**src/inc/mscan_map.svh**
```systemverilog
// What this block does
// Scanner idle while enable is clear; CRC set up first.
// Region bit picks flash or EEPROM.
// Trigger select picks source; trigger enable paces scan.
// Burst bit selects burst operation.
// Software loads start and end addresses.
// Software sets and locks arbitration priority first.
// Checksum enable and go needed; go bit starts scan.
// Done flag sets when address passes end.
// Only a software write clears the done flag.
// Unpaced scan granted only if no higher requester asks.
// Outside burst, lower requesters get unused cycles.
// Paced scan requests only when checksum unit ready. With burst set, the code requests without waiting for crc_ready.
// Burst requests memory continuously while scanning.
// Burst withholds lower requesters until go reads 0.
// Pacing with burst: software keeps trigger active.
// One word per transfer to the checksum unit.
// Scan stops, go cleared, by software or passing end.
// Clearing checksum enable clears go.
// Address starts at start, one word per delivery.
//
// Purpose: register map and field positions of the memory scanner
// Assumes: APB, 32-bit data, word-aligned registers
// Notes:   addresses are 22 bits, one word each step
`ifndef MSCAN_MAP_SVH
`define MSCAN_MAP_SVH

`define MSCAN_ADDR_W       22
`define MSCAN_DATA_W       16
`define MSCAN_TRIG_W       5
`define MSCAN_PADDR_W      8

`define MSCAN_OFS_CTRL     8'h00
`define MSCAN_OFS_TRIG     8'h04
`define MSCAN_OFS_START    8'h08
`define MSCAN_OFS_END      8'h0C
`define MSCAN_OFS_CUR      8'h10
`define MSCAN_OFS_STAT     8'h14
`define MSCAN_OFS_CLR      8'h18
`define MSCAN_OFS_IEN      8'h1C

`define MSCAN_BIT_EN       0
`define MSCAN_BIT_GO       1
`define MSCAN_BIT_REGION   2
`define MSCAN_BIT_TRIGGER_PACING_ENABLE   3
`define MSCAN_BIT_BURST    4
`define MSCAN_BIT_BUSY     5
`define MSCAN_BIT_DONE     0

`define MSCAN_ADDR_STEP    22'h000001
`define MSCAN_ADDR_RST     22'h000000
`define MSCAN_TRIG_RST     5'h00

`endif

```
**src/inc/mscan_pkg.sv**
```systemverilog
// Purpose: types of the memory scanner
// Assumes: nothing
// Notes:   fetch sequencer states
package mscan_pkg;
    typedef enum logic [1:0]
    {
        MSCAN_IDLE = 2'b00,
        MSCAN_REQ  = 2'b01,
        MSCAN_FEED = 2'b10
    } mscan_state_e;
endpackage : mscan_pkg

```
**src/design/mscan_sync.sv**
```systemverilog
// Purpose: three-stage synchroniser for a trigger pin
// Assumes: input asynchronous to pclk
// Notes:   output changes once stages two and three agree
`timescale 1ns/1ps
module mscan_sync
(
    input  wire logic pclk,
    input  wire logic presetn,
    input  wire logic din,
    output logic      dout
);
    logic [2:0] stage;
    logic       next_dout;

    always_comb
    begin
        next_dout = dout;
        if (stage[1] == stage[2])
        begin
            next_dout = stage[2];
        end
    end

    always_ff @(posedge pclk or negedge presetn)
    begin
        if (!presetn)
        begin
            stage <= 3'h0;
            dout  <= 1'b0;
        end
        else
        begin
            stage <= {stage[1:0], din};
            dout  <= next_dout;
        end
    end
endmodule : mscan_sync

```
**src/design/mscan_top.sv**
```systemverilog
// Purpose: memory scanner feeding words from flash or EEPROM to a checksum unit
// Assumes: arbiter grants one request per cycle; memory answers with rvalid
// Notes:   APB slave, zero wait states, unmapped reads give zero with pslverr
`timescale 1ns/1ps
`include "mscan_map.svh"
module mscan_top
(
    input  wire logic                      pclk,
    input  wire logic                      presetn,
    input  wire logic                      psel,
    input  wire logic                      penable,
    input  wire logic                      pwrite,
    input  wire logic [`MSCAN_PADDR_W-1:0] paddr,
    input  wire logic [31:0]               pwdata,
    output logic [31:0]                    prdata,
    output logic                           pready,
    output logic                           pslverr,
    input  wire logic                      checksum_enable,
    input  wire logic                      checksum_go,
    input  wire logic                      crc_ready,
    input  wire logic [31:0]               trig_in,
    input  wire logic                      mem_grant,
    input  wire logic                      mem_rvalid,
    input  wire logic [`MSCAN_DATA_W-1:0]  mem_rdata,
    output logic                           mem_req,
    output logic [`MSCAN_ADDR_W-1:0]       mem_addr,
    output logic                           memory_region_select,
    output logic                           lower_hold,
    output logic                           crc_valid,
    output logic [`MSCAN_DATA_W-1:0]       crc_data,
    output logic                           irq
);
    logic                      scan_enable;
    logic                      scan_go_bit;
    logic                      trigger_pacing_enable;
    logic                      burst_mode_bit;
    logic [`MSCAN_TRIG_W-1:0]  scan_trigger_select;
    logic [`MSCAN_ADDR_W-1:0]  scan_start_address;
    logic [`MSCAN_ADDR_W-1:0]  scan_end_address;
    logic [`MSCAN_ADDR_W-1:0]  scan_current_address;
    logic                      scan_done_flag;
    logic                      irq_enable;
    mscan_pkg::mscan_state_e   state;
    logic                      trig_pending;
    logic                      trig_pulse;

    logic                      next_scan_enable;
    logic                      next_scan_go_bit;
    logic                      next_trigger_pacing_enable;
    logic                      next_burst_mode_bit;
    logic                      next_memory_region_select;
    logic [`MSCAN_TRIG_W-1:0]  next_scan_trigger_select;
    logic [`MSCAN_ADDR_W-1:0]  next_scan_start_address;
    logic [`MSCAN_ADDR_W-1:0]  next_scan_end_address;
    logic [`MSCAN_ADDR_W-1:0]  next_scan_current_address;
    logic                      next_scan_done_flag;
    logic                      next_irq_enable;
    mscan_pkg::mscan_state_e   next_state;
    logic                      next_trig_pending;
    logic                      next_mem_req;
    logic                      next_lower_hold;
    logic                      next_crc_valid;
    logic [`MSCAN_DATA_W-1:0]  next_crc_data;
    logic                      next_irq;
    logic [31:0]               next_prdata;
    logic                      next_pslverr;

    logic                      wr_en;
    logic                      rd_en;
    logic                      past_end;
    logic                      may_request;

    mscan_trig u_trig
    (
        .pclk    (pclk),
        .presetn (presetn),
        .trig_in (trig_in),
        .sel     (scan_trigger_select),
        .pulse   (trig_pulse)
    );

    // Setup phase decodes so the answer is ready at the access edge
    assign wr_en = psel & ~penable & pwrite;
    assign rd_en = psel & ~penable & ~pwrite;
    assign past_end = (scan_current_address == scan_end_address);

    // Pacing gates when a fetch may start
    always_comb
    begin
        if (burst_mode_bit)
        begin
            may_request = 1'b1;
        end
        else if (trigger_pacing_enable)
        begin
            may_request = trig_pending & crc_ready;
        end
        else
        begin
            may_request = crc_ready;
        end
    end

    always_comb
    begin
        next_scan_enable           = scan_enable;
        next_scan_go_bit           = scan_go_bit;
        next_trigger_pacing_enable = trigger_pacing_enable;
        next_burst_mode_bit        = burst_mode_bit;
        next_memory_region_select  = memory_region_select;
        next_scan_trigger_select   = scan_trigger_select;
        next_scan_start_address    = scan_start_address;
        next_scan_end_address      = scan_end_address;
        next_scan_current_address  = scan_current_address;
        next_scan_done_flag        = scan_done_flag;
        next_irq_enable            = irq_enable;
        next_state                 = state;
        next_trig_pending          = trig_pending | trig_pulse;
        next_crc_valid             = 1'b0;
        next_crc_data              = crc_data;
        next_prdata                = prdata;
        next_pslverr               = 1'b0;

        if (wr_en)
        begin
            if (paddr == `MSCAN_OFS_CTRL)
            begin
                next_scan_enable           = pwdata[`MSCAN_BIT_EN];
                next_scan_go_bit           = pwdata[`MSCAN_BIT_GO];
                next_memory_region_select  = pwdata[`MSCAN_BIT_REGION];
                next_trigger_pacing_enable = pwdata[`MSCAN_BIT_TRIGGER_PACING_ENABLE];
                next_burst_mode_bit        = pwdata[`MSCAN_BIT_BURST];
                if (pwdata[`MSCAN_BIT_GO] && !scan_go_bit)
                begin
                    next_scan_current_address = scan_start_address;
                    next_trig_pending         = 1'b0;
                end
            end
            else if (paddr == `MSCAN_OFS_TRIG)
            begin
                next_scan_trigger_select = pwdata[`MSCAN_TRIG_W-1:0];
            end
            else if (paddr == `MSCAN_OFS_START)
            begin
                next_scan_start_address = pwdata[`MSCAN_ADDR_W-1:0];
            end
            else if (paddr == `MSCAN_OFS_END)
            begin
                next_scan_end_address = pwdata[`MSCAN_ADDR_W-1:0];
            end
            else if (paddr == `MSCAN_OFS_CLR)
            begin
                if (pwdata[`MSCAN_BIT_DONE])
                begin
                    next_scan_done_flag = 1'b0;
                end
            end
            else if (paddr == `MSCAN_OFS_IEN)
            begin
                next_irq_enable = pwdata[`MSCAN_BIT_DONE];
            end
            else if (paddr != `MSCAN_OFS_CUR && paddr != `MSCAN_OFS_STAT)
            begin
                next_pslverr = 1'b1;
            end
        end

        if (rd_en)
        begin
            next_prdata = 32'h00000000;
            if (paddr == `MSCAN_OFS_CTRL)
            begin
                next_prdata[`MSCAN_BIT_EN]     = scan_enable;
                next_prdata[`MSCAN_BIT_GO]     = scan_go_bit;
                next_prdata[`MSCAN_BIT_REGION] = memory_region_select;
                next_prdata[`MSCAN_BIT_TRIGGER_PACING_ENABLE] = trigger_pacing_enable;
                next_prdata[`MSCAN_BIT_BURST]  = burst_mode_bit;
                next_prdata[`MSCAN_BIT_BUSY]   = (state != mscan_pkg::MSCAN_IDLE);
            end
            else if (paddr == `MSCAN_OFS_TRIG)
            begin
                next_prdata[`MSCAN_TRIG_W-1:0] = scan_trigger_select;
            end
            else if (paddr == `MSCAN_OFS_START)
            begin
                next_prdata[`MSCAN_ADDR_W-1:0] = scan_start_address;
            end
            else if (paddr == `MSCAN_OFS_END)
            begin
                next_prdata[`MSCAN_ADDR_W-1:0] = scan_end_address;
            end
            else if (paddr == `MSCAN_OFS_CUR)
            begin
                next_prdata[`MSCAN_ADDR_W-1:0] = scan_current_address;
            end
            else if (paddr == `MSCAN_OFS_STAT)
            begin
                next_prdata[`MSCAN_BIT_DONE] = scan_done_flag;
            end
            else if (paddr == `MSCAN_OFS_IEN)
            begin
                next_prdata[`MSCAN_BIT_DONE] = irq_enable;
            end
            else if (paddr != `MSCAN_OFS_CLR)
            begin
                next_pslverr = 1'b1;
            end
        end

        // One word in flight, so one per transfer
        case (state)
            mscan_pkg::MSCAN_IDLE:
            begin
                // Start also needs the checksum unit running
                if (scan_go_bit && scan_enable && checksum_go && may_request)
                begin
                    next_state = mscan_pkg::MSCAN_REQ;
                end
            end
            mscan_pkg::MSCAN_REQ:
            begin
                if (mem_grant)
                begin
                    next_state        = mscan_pkg::MSCAN_FEED;
                    next_trig_pending = trig_pulse;
                end
            end
            mscan_pkg::MSCAN_FEED:
            begin
                if (mem_rvalid)
                begin
                    next_crc_valid = 1'b1;
                    next_crc_data  = mem_rdata;
                    next_state     = mscan_pkg::MSCAN_IDLE;
                    if (past_end)
                    begin
                        next_scan_go_bit    = 1'b0;
                        next_scan_done_flag = 1'b1;
                    end
                    next_scan_current_address = scan_current_address + `MSCAN_ADDR_STEP;
                end
            end
            default:
            begin
                next_state = mscan_pkg::MSCAN_IDLE;
            end
        endcase

        // Abort paths; a fetch already granted is dropped unless its word arrives in this cycle
        if (!next_scan_go_bit || !next_scan_enable || !checksum_enable)
        begin
            if (!checksum_enable || !next_scan_enable)
            begin
                next_scan_go_bit = 1'b0;
            end
            if (state != mscan_pkg::MSCAN_FEED || !mem_rvalid)
            begin
                next_state = mscan_pkg::MSCAN_IDLE;
            end
        end

        next_mem_req    = (next_state == mscan_pkg::MSCAN_REQ);
        // Burst shuts out lower requesters
        next_lower_hold = burst_mode_bit & next_scan_go_bit;
        next_irq        = next_scan_done_flag & next_irq_enable;
    end

    always_ff @(posedge pclk or negedge presetn)
    begin
        if (!presetn)
        begin
            scan_enable           <= 1'b0;
            scan_go_bit           <= 1'b0;
            trigger_pacing_enable <= 1'b0;
            burst_mode_bit        <= 1'b0;
            memory_region_select  <= 1'b0;
            scan_trigger_select   <= `MSCAN_TRIG_RST;
            scan_start_address    <= `MSCAN_ADDR_RST;
            scan_end_address      <= `MSCAN_ADDR_RST;
            scan_current_address  <= `MSCAN_ADDR_RST;
            scan_done_flag        <= 1'b0;
            irq_enable            <= 1'b0;
            state                 <= mscan_pkg::MSCAN_IDLE;
            trig_pending          <= 1'b0;
            mem_req               <= 1'b0;
            mem_addr              <= `MSCAN_ADDR_RST;
            lower_hold            <= 1'b0;
            crc_valid             <= 1'b0;
            crc_data              <= 16'h0000;
            irq                   <= 1'b0;
            prdata                <= 32'h00000000;
            pready                <= 1'b0;
            pslverr               <= 1'b0;
        end
        else
        begin
            scan_enable           <= next_scan_enable;
            scan_go_bit           <= next_scan_go_bit;
            trigger_pacing_enable <= next_trigger_pacing_enable;
            burst_mode_bit        <= next_burst_mode_bit;
            memory_region_select  <= next_memory_region_select;
            scan_trigger_select   <= next_scan_trigger_select;
            scan_start_address    <= next_scan_start_address;
            scan_end_address      <= next_scan_end_address;
            scan_current_address  <= next_scan_current_address;
            scan_done_flag        <= next_scan_done_flag;
            irq_enable            <= next_irq_enable;
            state                 <= next_state;
            trig_pending          <= next_trig_pending;
            mem_req               <= next_mem_req;
            mem_addr              <= next_scan_current_address;
            lower_hold            <= next_lower_hold;
            crc_valid             <= next_crc_valid;
            crc_data              <= next_crc_data;
            irq                   <= next_irq;
            prdata                <= next_prdata;
            pready                <= psel & ~penable;
            pslverr               <= next_pslverr;
        end
    end
endmodule : mscan_top

```
**src/design/mscan_trig.sv**
```systemverilog
// Purpose: synchronise trigger sources and pick the selected one
// Assumes: up to 32 asynchronous trigger lines
// Notes:   a rising edge of the selected line gives a one-cycle pulse
`timescale 1ns/1ps
`include "mscan_map.svh"
module mscan_trig
(
    input  wire logic                     pclk,
    input  wire logic                     presetn,
    input  wire logic [31:0]              trig_in,
    input  wire logic [`MSCAN_TRIG_W-1:0] sel,
    output logic                          pulse
);
    logic [31:0] synced;
    logic        prev;
    logic        next_pulse;

    genvar i;
    generate
        for (i = 0; i < 32; i++)
        begin : g_sync
            mscan_sync u_sync
            (
                .pclk    (pclk),
                .presetn (presetn),
                .din     (trig_in[i]),
                .dout    (synced[i])
            );
        end
    endgenerate

    always_comb
    begin
        next_pulse = synced[sel] & ~prev;
    end

    always_ff @(posedge pclk or negedge presetn)
    begin
        if (!presetn)
        begin
            prev  <= 1'b0;
            pulse <= 1'b0;
        end
        else
        begin
            prev  <= synced[sel];
            pulse <= next_pulse;
        end
    end
endmodule : mscan_trig

```
**config.mk**
```make
export PLATFORM = sky130hd
export DESIGN_NAME = mscan_top
export DESIGN_NICKNAME = d
export VERILOG_FILES = /design/src/inc/mscan_pkg.sv /design/src/design/mscan_sync.sv /design/src/design/mscan_top.sv /design/src/design/mscan_trig.sv
export VERILOG_INCLUDE_DIRS = /design/src /design/src/inc
export SDC_FILE = /design/constraint.sdc
export NUM_CORES = 1
export LEC_CHECK = 0
export ABC_AREA = 1
export BUFFER_PORTS_ARGS = -buffer_cell sky130_fd_sc_hd__buf_2
export CORE_ASPECT_RATIO = 1.1
export CORE_MARGIN = 1.5
export CORE_UTILIZATION = 45
export CTS_CLUSTER_DIAMETER = 120
export DETAILED_ROUTE_END_ITERATION = 12
export PLACE_DENSITY = 0.75
export SLEW_MARGIN = 20
export SYNTH_ARGS = -nofsm -noshare
export SYNTH_HDL_FRONTEND = slang
export SYNTH_SLANG_ARGS = --single-unit
```
**constraint.sdc**
```tcl
create_clock -name pclk -period 2.2 [get_ports pclk]
set_clock_uncertainty 0.1 [all_clocks]
set_input_delay 0.66 -clock pclk [delete_from_list [all_inputs] [get_ports pclk]]
set_output_delay 0.66 -clock pclk [all_outputs]
set_load 0.02 [all_outputs]
```
==> flow_summary_export.csv <==
group,metric,value,unit
min_path,hold_start,"trig_in[24]",
layout,layout-drive-gt1-share,19.83,%
drt,dr_total_vias,8045,
timing,slew_violations,0,
worst_setup_path,startpoint_type,"register",
clocking,cts_buffers,25,
worst_setup_path,crit_arrival,1.33,ns
floorplan,die_w,148.9,um
timing,rsz0062_at_grt,"false",
worst_setup_path,path_class,"register to primary output",
power_and_ir_drop,power_density,787.6,mW/mm^2
timing,hold_viol_final,0,
min_path,holdCritPathClass,"input pin to register",
logic_synthesis,yosysWarnings,0,
place,dp.cells,1585,
drt,drc_errors,0,
floorplan,start_util,45.97,%
layout,final_cells,1631,
min_path,min_to,"u_trig.g_sync[24].u_sync.stage[0]",
floorplan,pin_count,175,
worst_setup_path,r2r_start,"scan_current_address[1]",
grt,overflow,0,
clocking,cts.htree.levels,1,
worst_setup_path,worstPathRequired,1.44,ns
timing,maxSlewHeadroom,65.24,%
logic_synthesis,seq_area_frac_synth,60.53,%
worst_setup_path,r2r_slack,0.21,ns
logic_synthesis,synth_ff_type,"dfrtp_1",
status,outcome,"finished clean",
grt,grt_max_degree,60,
logic_synthesis,synth_edf_count,0,
layout,antenna_cells,0,
place,routabilityCongestion,0.9569,
power_and_ir_drop,ir_drop,869.0,uV
logic_synthesis,syn_area,0.01054,mm^2
logic_synthesis,async_flop_share,100.0,%
clocking,post_cts_buffers,0,
logic_synthesis,ys_ff_latch,255,
job,maxCapViolCount,0,
power_and_ir_drop,p_total,0.01002,W
layout,final_nets,1412,
logic_synthesis,avgSynthCellArea,9.279,um^2
drt,ant_nets,0,
logic_synthesis,netlist_instances,1136,
logic_synthesis,synth_cell_types,39,
drt,firstDrtPassIters,5,
power_and_ir_drop,p_leak,6.541,nW
grt,grt_pass1_wl,39160,um
timing,setup_viol_count_final,0,
clocking,clk_latency,0.53,ns
timing,tns,0,ns
grt,grt_use_total,20.26,%
timing,post-route-min-period,2.086,ns
layout,area_growth,20.74,%
layout,utilization,55.50,%
timing,fmax,479.5,MHz
worst_setup_path,r2r_cells,10,
timing,hold_ws,0.1246,ns
timing,worst_pin_slew,0.5182,ns
clocking,clock-root-buffer,"clkbuf_16",
timing,fin_crit_sh,94.80,%
drt,drt-initial-drc-count,448,
floorplan,design.die.area,0.02435,mm^2
min_path,whs_path_depth,1,
drt,viasPerCell,4.933,
place,portBuffers,154,
worst_setup_path,r2r_end,"scan_current_address[18]",
grt,antenna_found_initial,1,
drt,wl_per_cell,14.87,um
clocking,path_clk_slew,0.06,ns
worst_setup_path,end_kind,"primary output",
floorplan,rows,58,
floorplan,chipHeight,163.5,um
clocking,cts_tree,"done",
clocking,clock_path_buffers,3,
drt,drt-total-wl,24250,um
place,dp_hpwl,17560,um
floorplan,core_area,0.02293,mm^2
worst_setup_path,cp_max_fo,8,
grt,first_global_vias,7902,
clocking,cts_sinks,255,
[flip-flops by register name (all words and copies together) (netlist names), 2 cells and up]
name / count
crc_data: 16
prdata: 22
scan_current_address: 22
scan_end_address: 22
scan_start_address: 22
scan_trigger_select: 5
state: 2
u_trig.g_sync.u_sync.dout: 32
u_trig.g_sync.u_sync.stage: 96
[layout make-up]
| type | count | area [um^2] |
|---|---|---|
| Sequential cell | 255 | 6381 |
| Timing Repair Buffer | 195 | 1241 |
| Multi-Input combinational cell | 749 | 3576 |
| Inverter | 87 | 327.8 |
| Clock buffer | 32 | 701.9 |
| Clock inverter | 13 | 123.9 |
| Fill cell | 2060 | 10200 |
| Tap cell | 300 | 375.4 |
[worst max-delay path, cell delays in order, from the launching register on]
cell and delay [ns]:
dfrtp_1 0.40, buf_4 0.19, buf_2 0.20
[layer usage]
metal  vias to the layer above  part of all wire, %  GRT usage [%]
met2                       238                   50          35.33
met3                        66                  5.6          3.045
met1                      3815                   41          25.00
met5                         -                0.054              0
met4                         2                  3.4          8.641
li1                       3924                    -              -
[cell families after synthesis]
family / count (synthesis) / synth area share [%]
XOR/XNOR: 24 / 1.994
flip-flops: 255 / 60.53
adder cells (fa/ha/maj): 33 / 3.157
buffers and inverters: 141 / 5.863
other: 1 / 0.03557
AO/OA/AOI/OAI: 145 / 7.051
AND/OR/NAND/NOR: 537 / 21.36
[through the flow]
stage | worst slack [ns] | area, um^2
finish | 0.1144 | 12730
global route | 0.05711 | 12730
CTS | 0.1067 | 12730
detailed placement | -0.03283 | 11890
global placement | 0.02821 | 11890
floorplan | 0.3249 | 10580
[cells in the final DEF, fill, tap and decap left out, drive strengths merged]
cell type	netlist	routed
o21ai	90	90
buf	38	194
a21oi	48	48
xor2	21	21
clkinvlp	0	3
maj3	32	32
o211ai	3	3
ha	1	1
clkinv	2	9
nor3b	2	2
nor3	5	5
o21bai	1	1
o21a	1	1
a21boi	1	1
or2	1	1
conb	1	10
xnor2	3	3
bufinv	0	1
nand3b	1	1
nand3	62	62
inv	85	87
clkbuf	16	32
nand2	380	380
o31ai	1	1
nor2	78	78
nand4	8	8
dlygate4sd3	0	1
dfrtp	255	255
[Yosys cell counts (all sizes together), types with 2 or more instances]
master,instances,area (um^2)
nand4,8,50.05
clkbuf,16,63.81
xor2,21,183.9
dfrtp,255,6381
nor3,5,25.02
o21ai,90,450.4
inv,85,319.0
nor2,78,360.3
nand3,62,322.8
a21oi,48,240.2
clkinv,2,8.750
nand2,380,1465
o211ai,3,22.52
nor3b,2,15.01
buf,38,226.5
xnor2,3,26.28
maj3,32,320.3
[timing repair]
action                    CTS  global route
hold endpoints to repair   43             0
gates resized for setup     0             0
hold buffers                1             0
[worst max-delay path by stage]
stage	from	endpoint	slack, ns	cells past startpoint
finish	scan_current_address[18]	mem_addr[18]	0.11	2
global route	scan_current_address[9]	mem_addr[9]	0.06	1
CTS	scan_current_address[1]	mem_addr[1]	0.11	1
detailed placement	paddr[5]	prdata[12]	-0.03	11
global placement	paddr[5]	prdata[21]	0.03	11
floorplan	paddr[5]	scan_current_address[12]	0.32	9
[report_power, final]
part,switching [W],internal (W),total [W]
clock,0.00181,0.00240,0.00421
combinational,0.000451,0.000283,0.000734
sequential,0.000175,0.00491,0.00508
total,0.00244,0.00759,0.0100
Power figures use the tool's default switching activity.
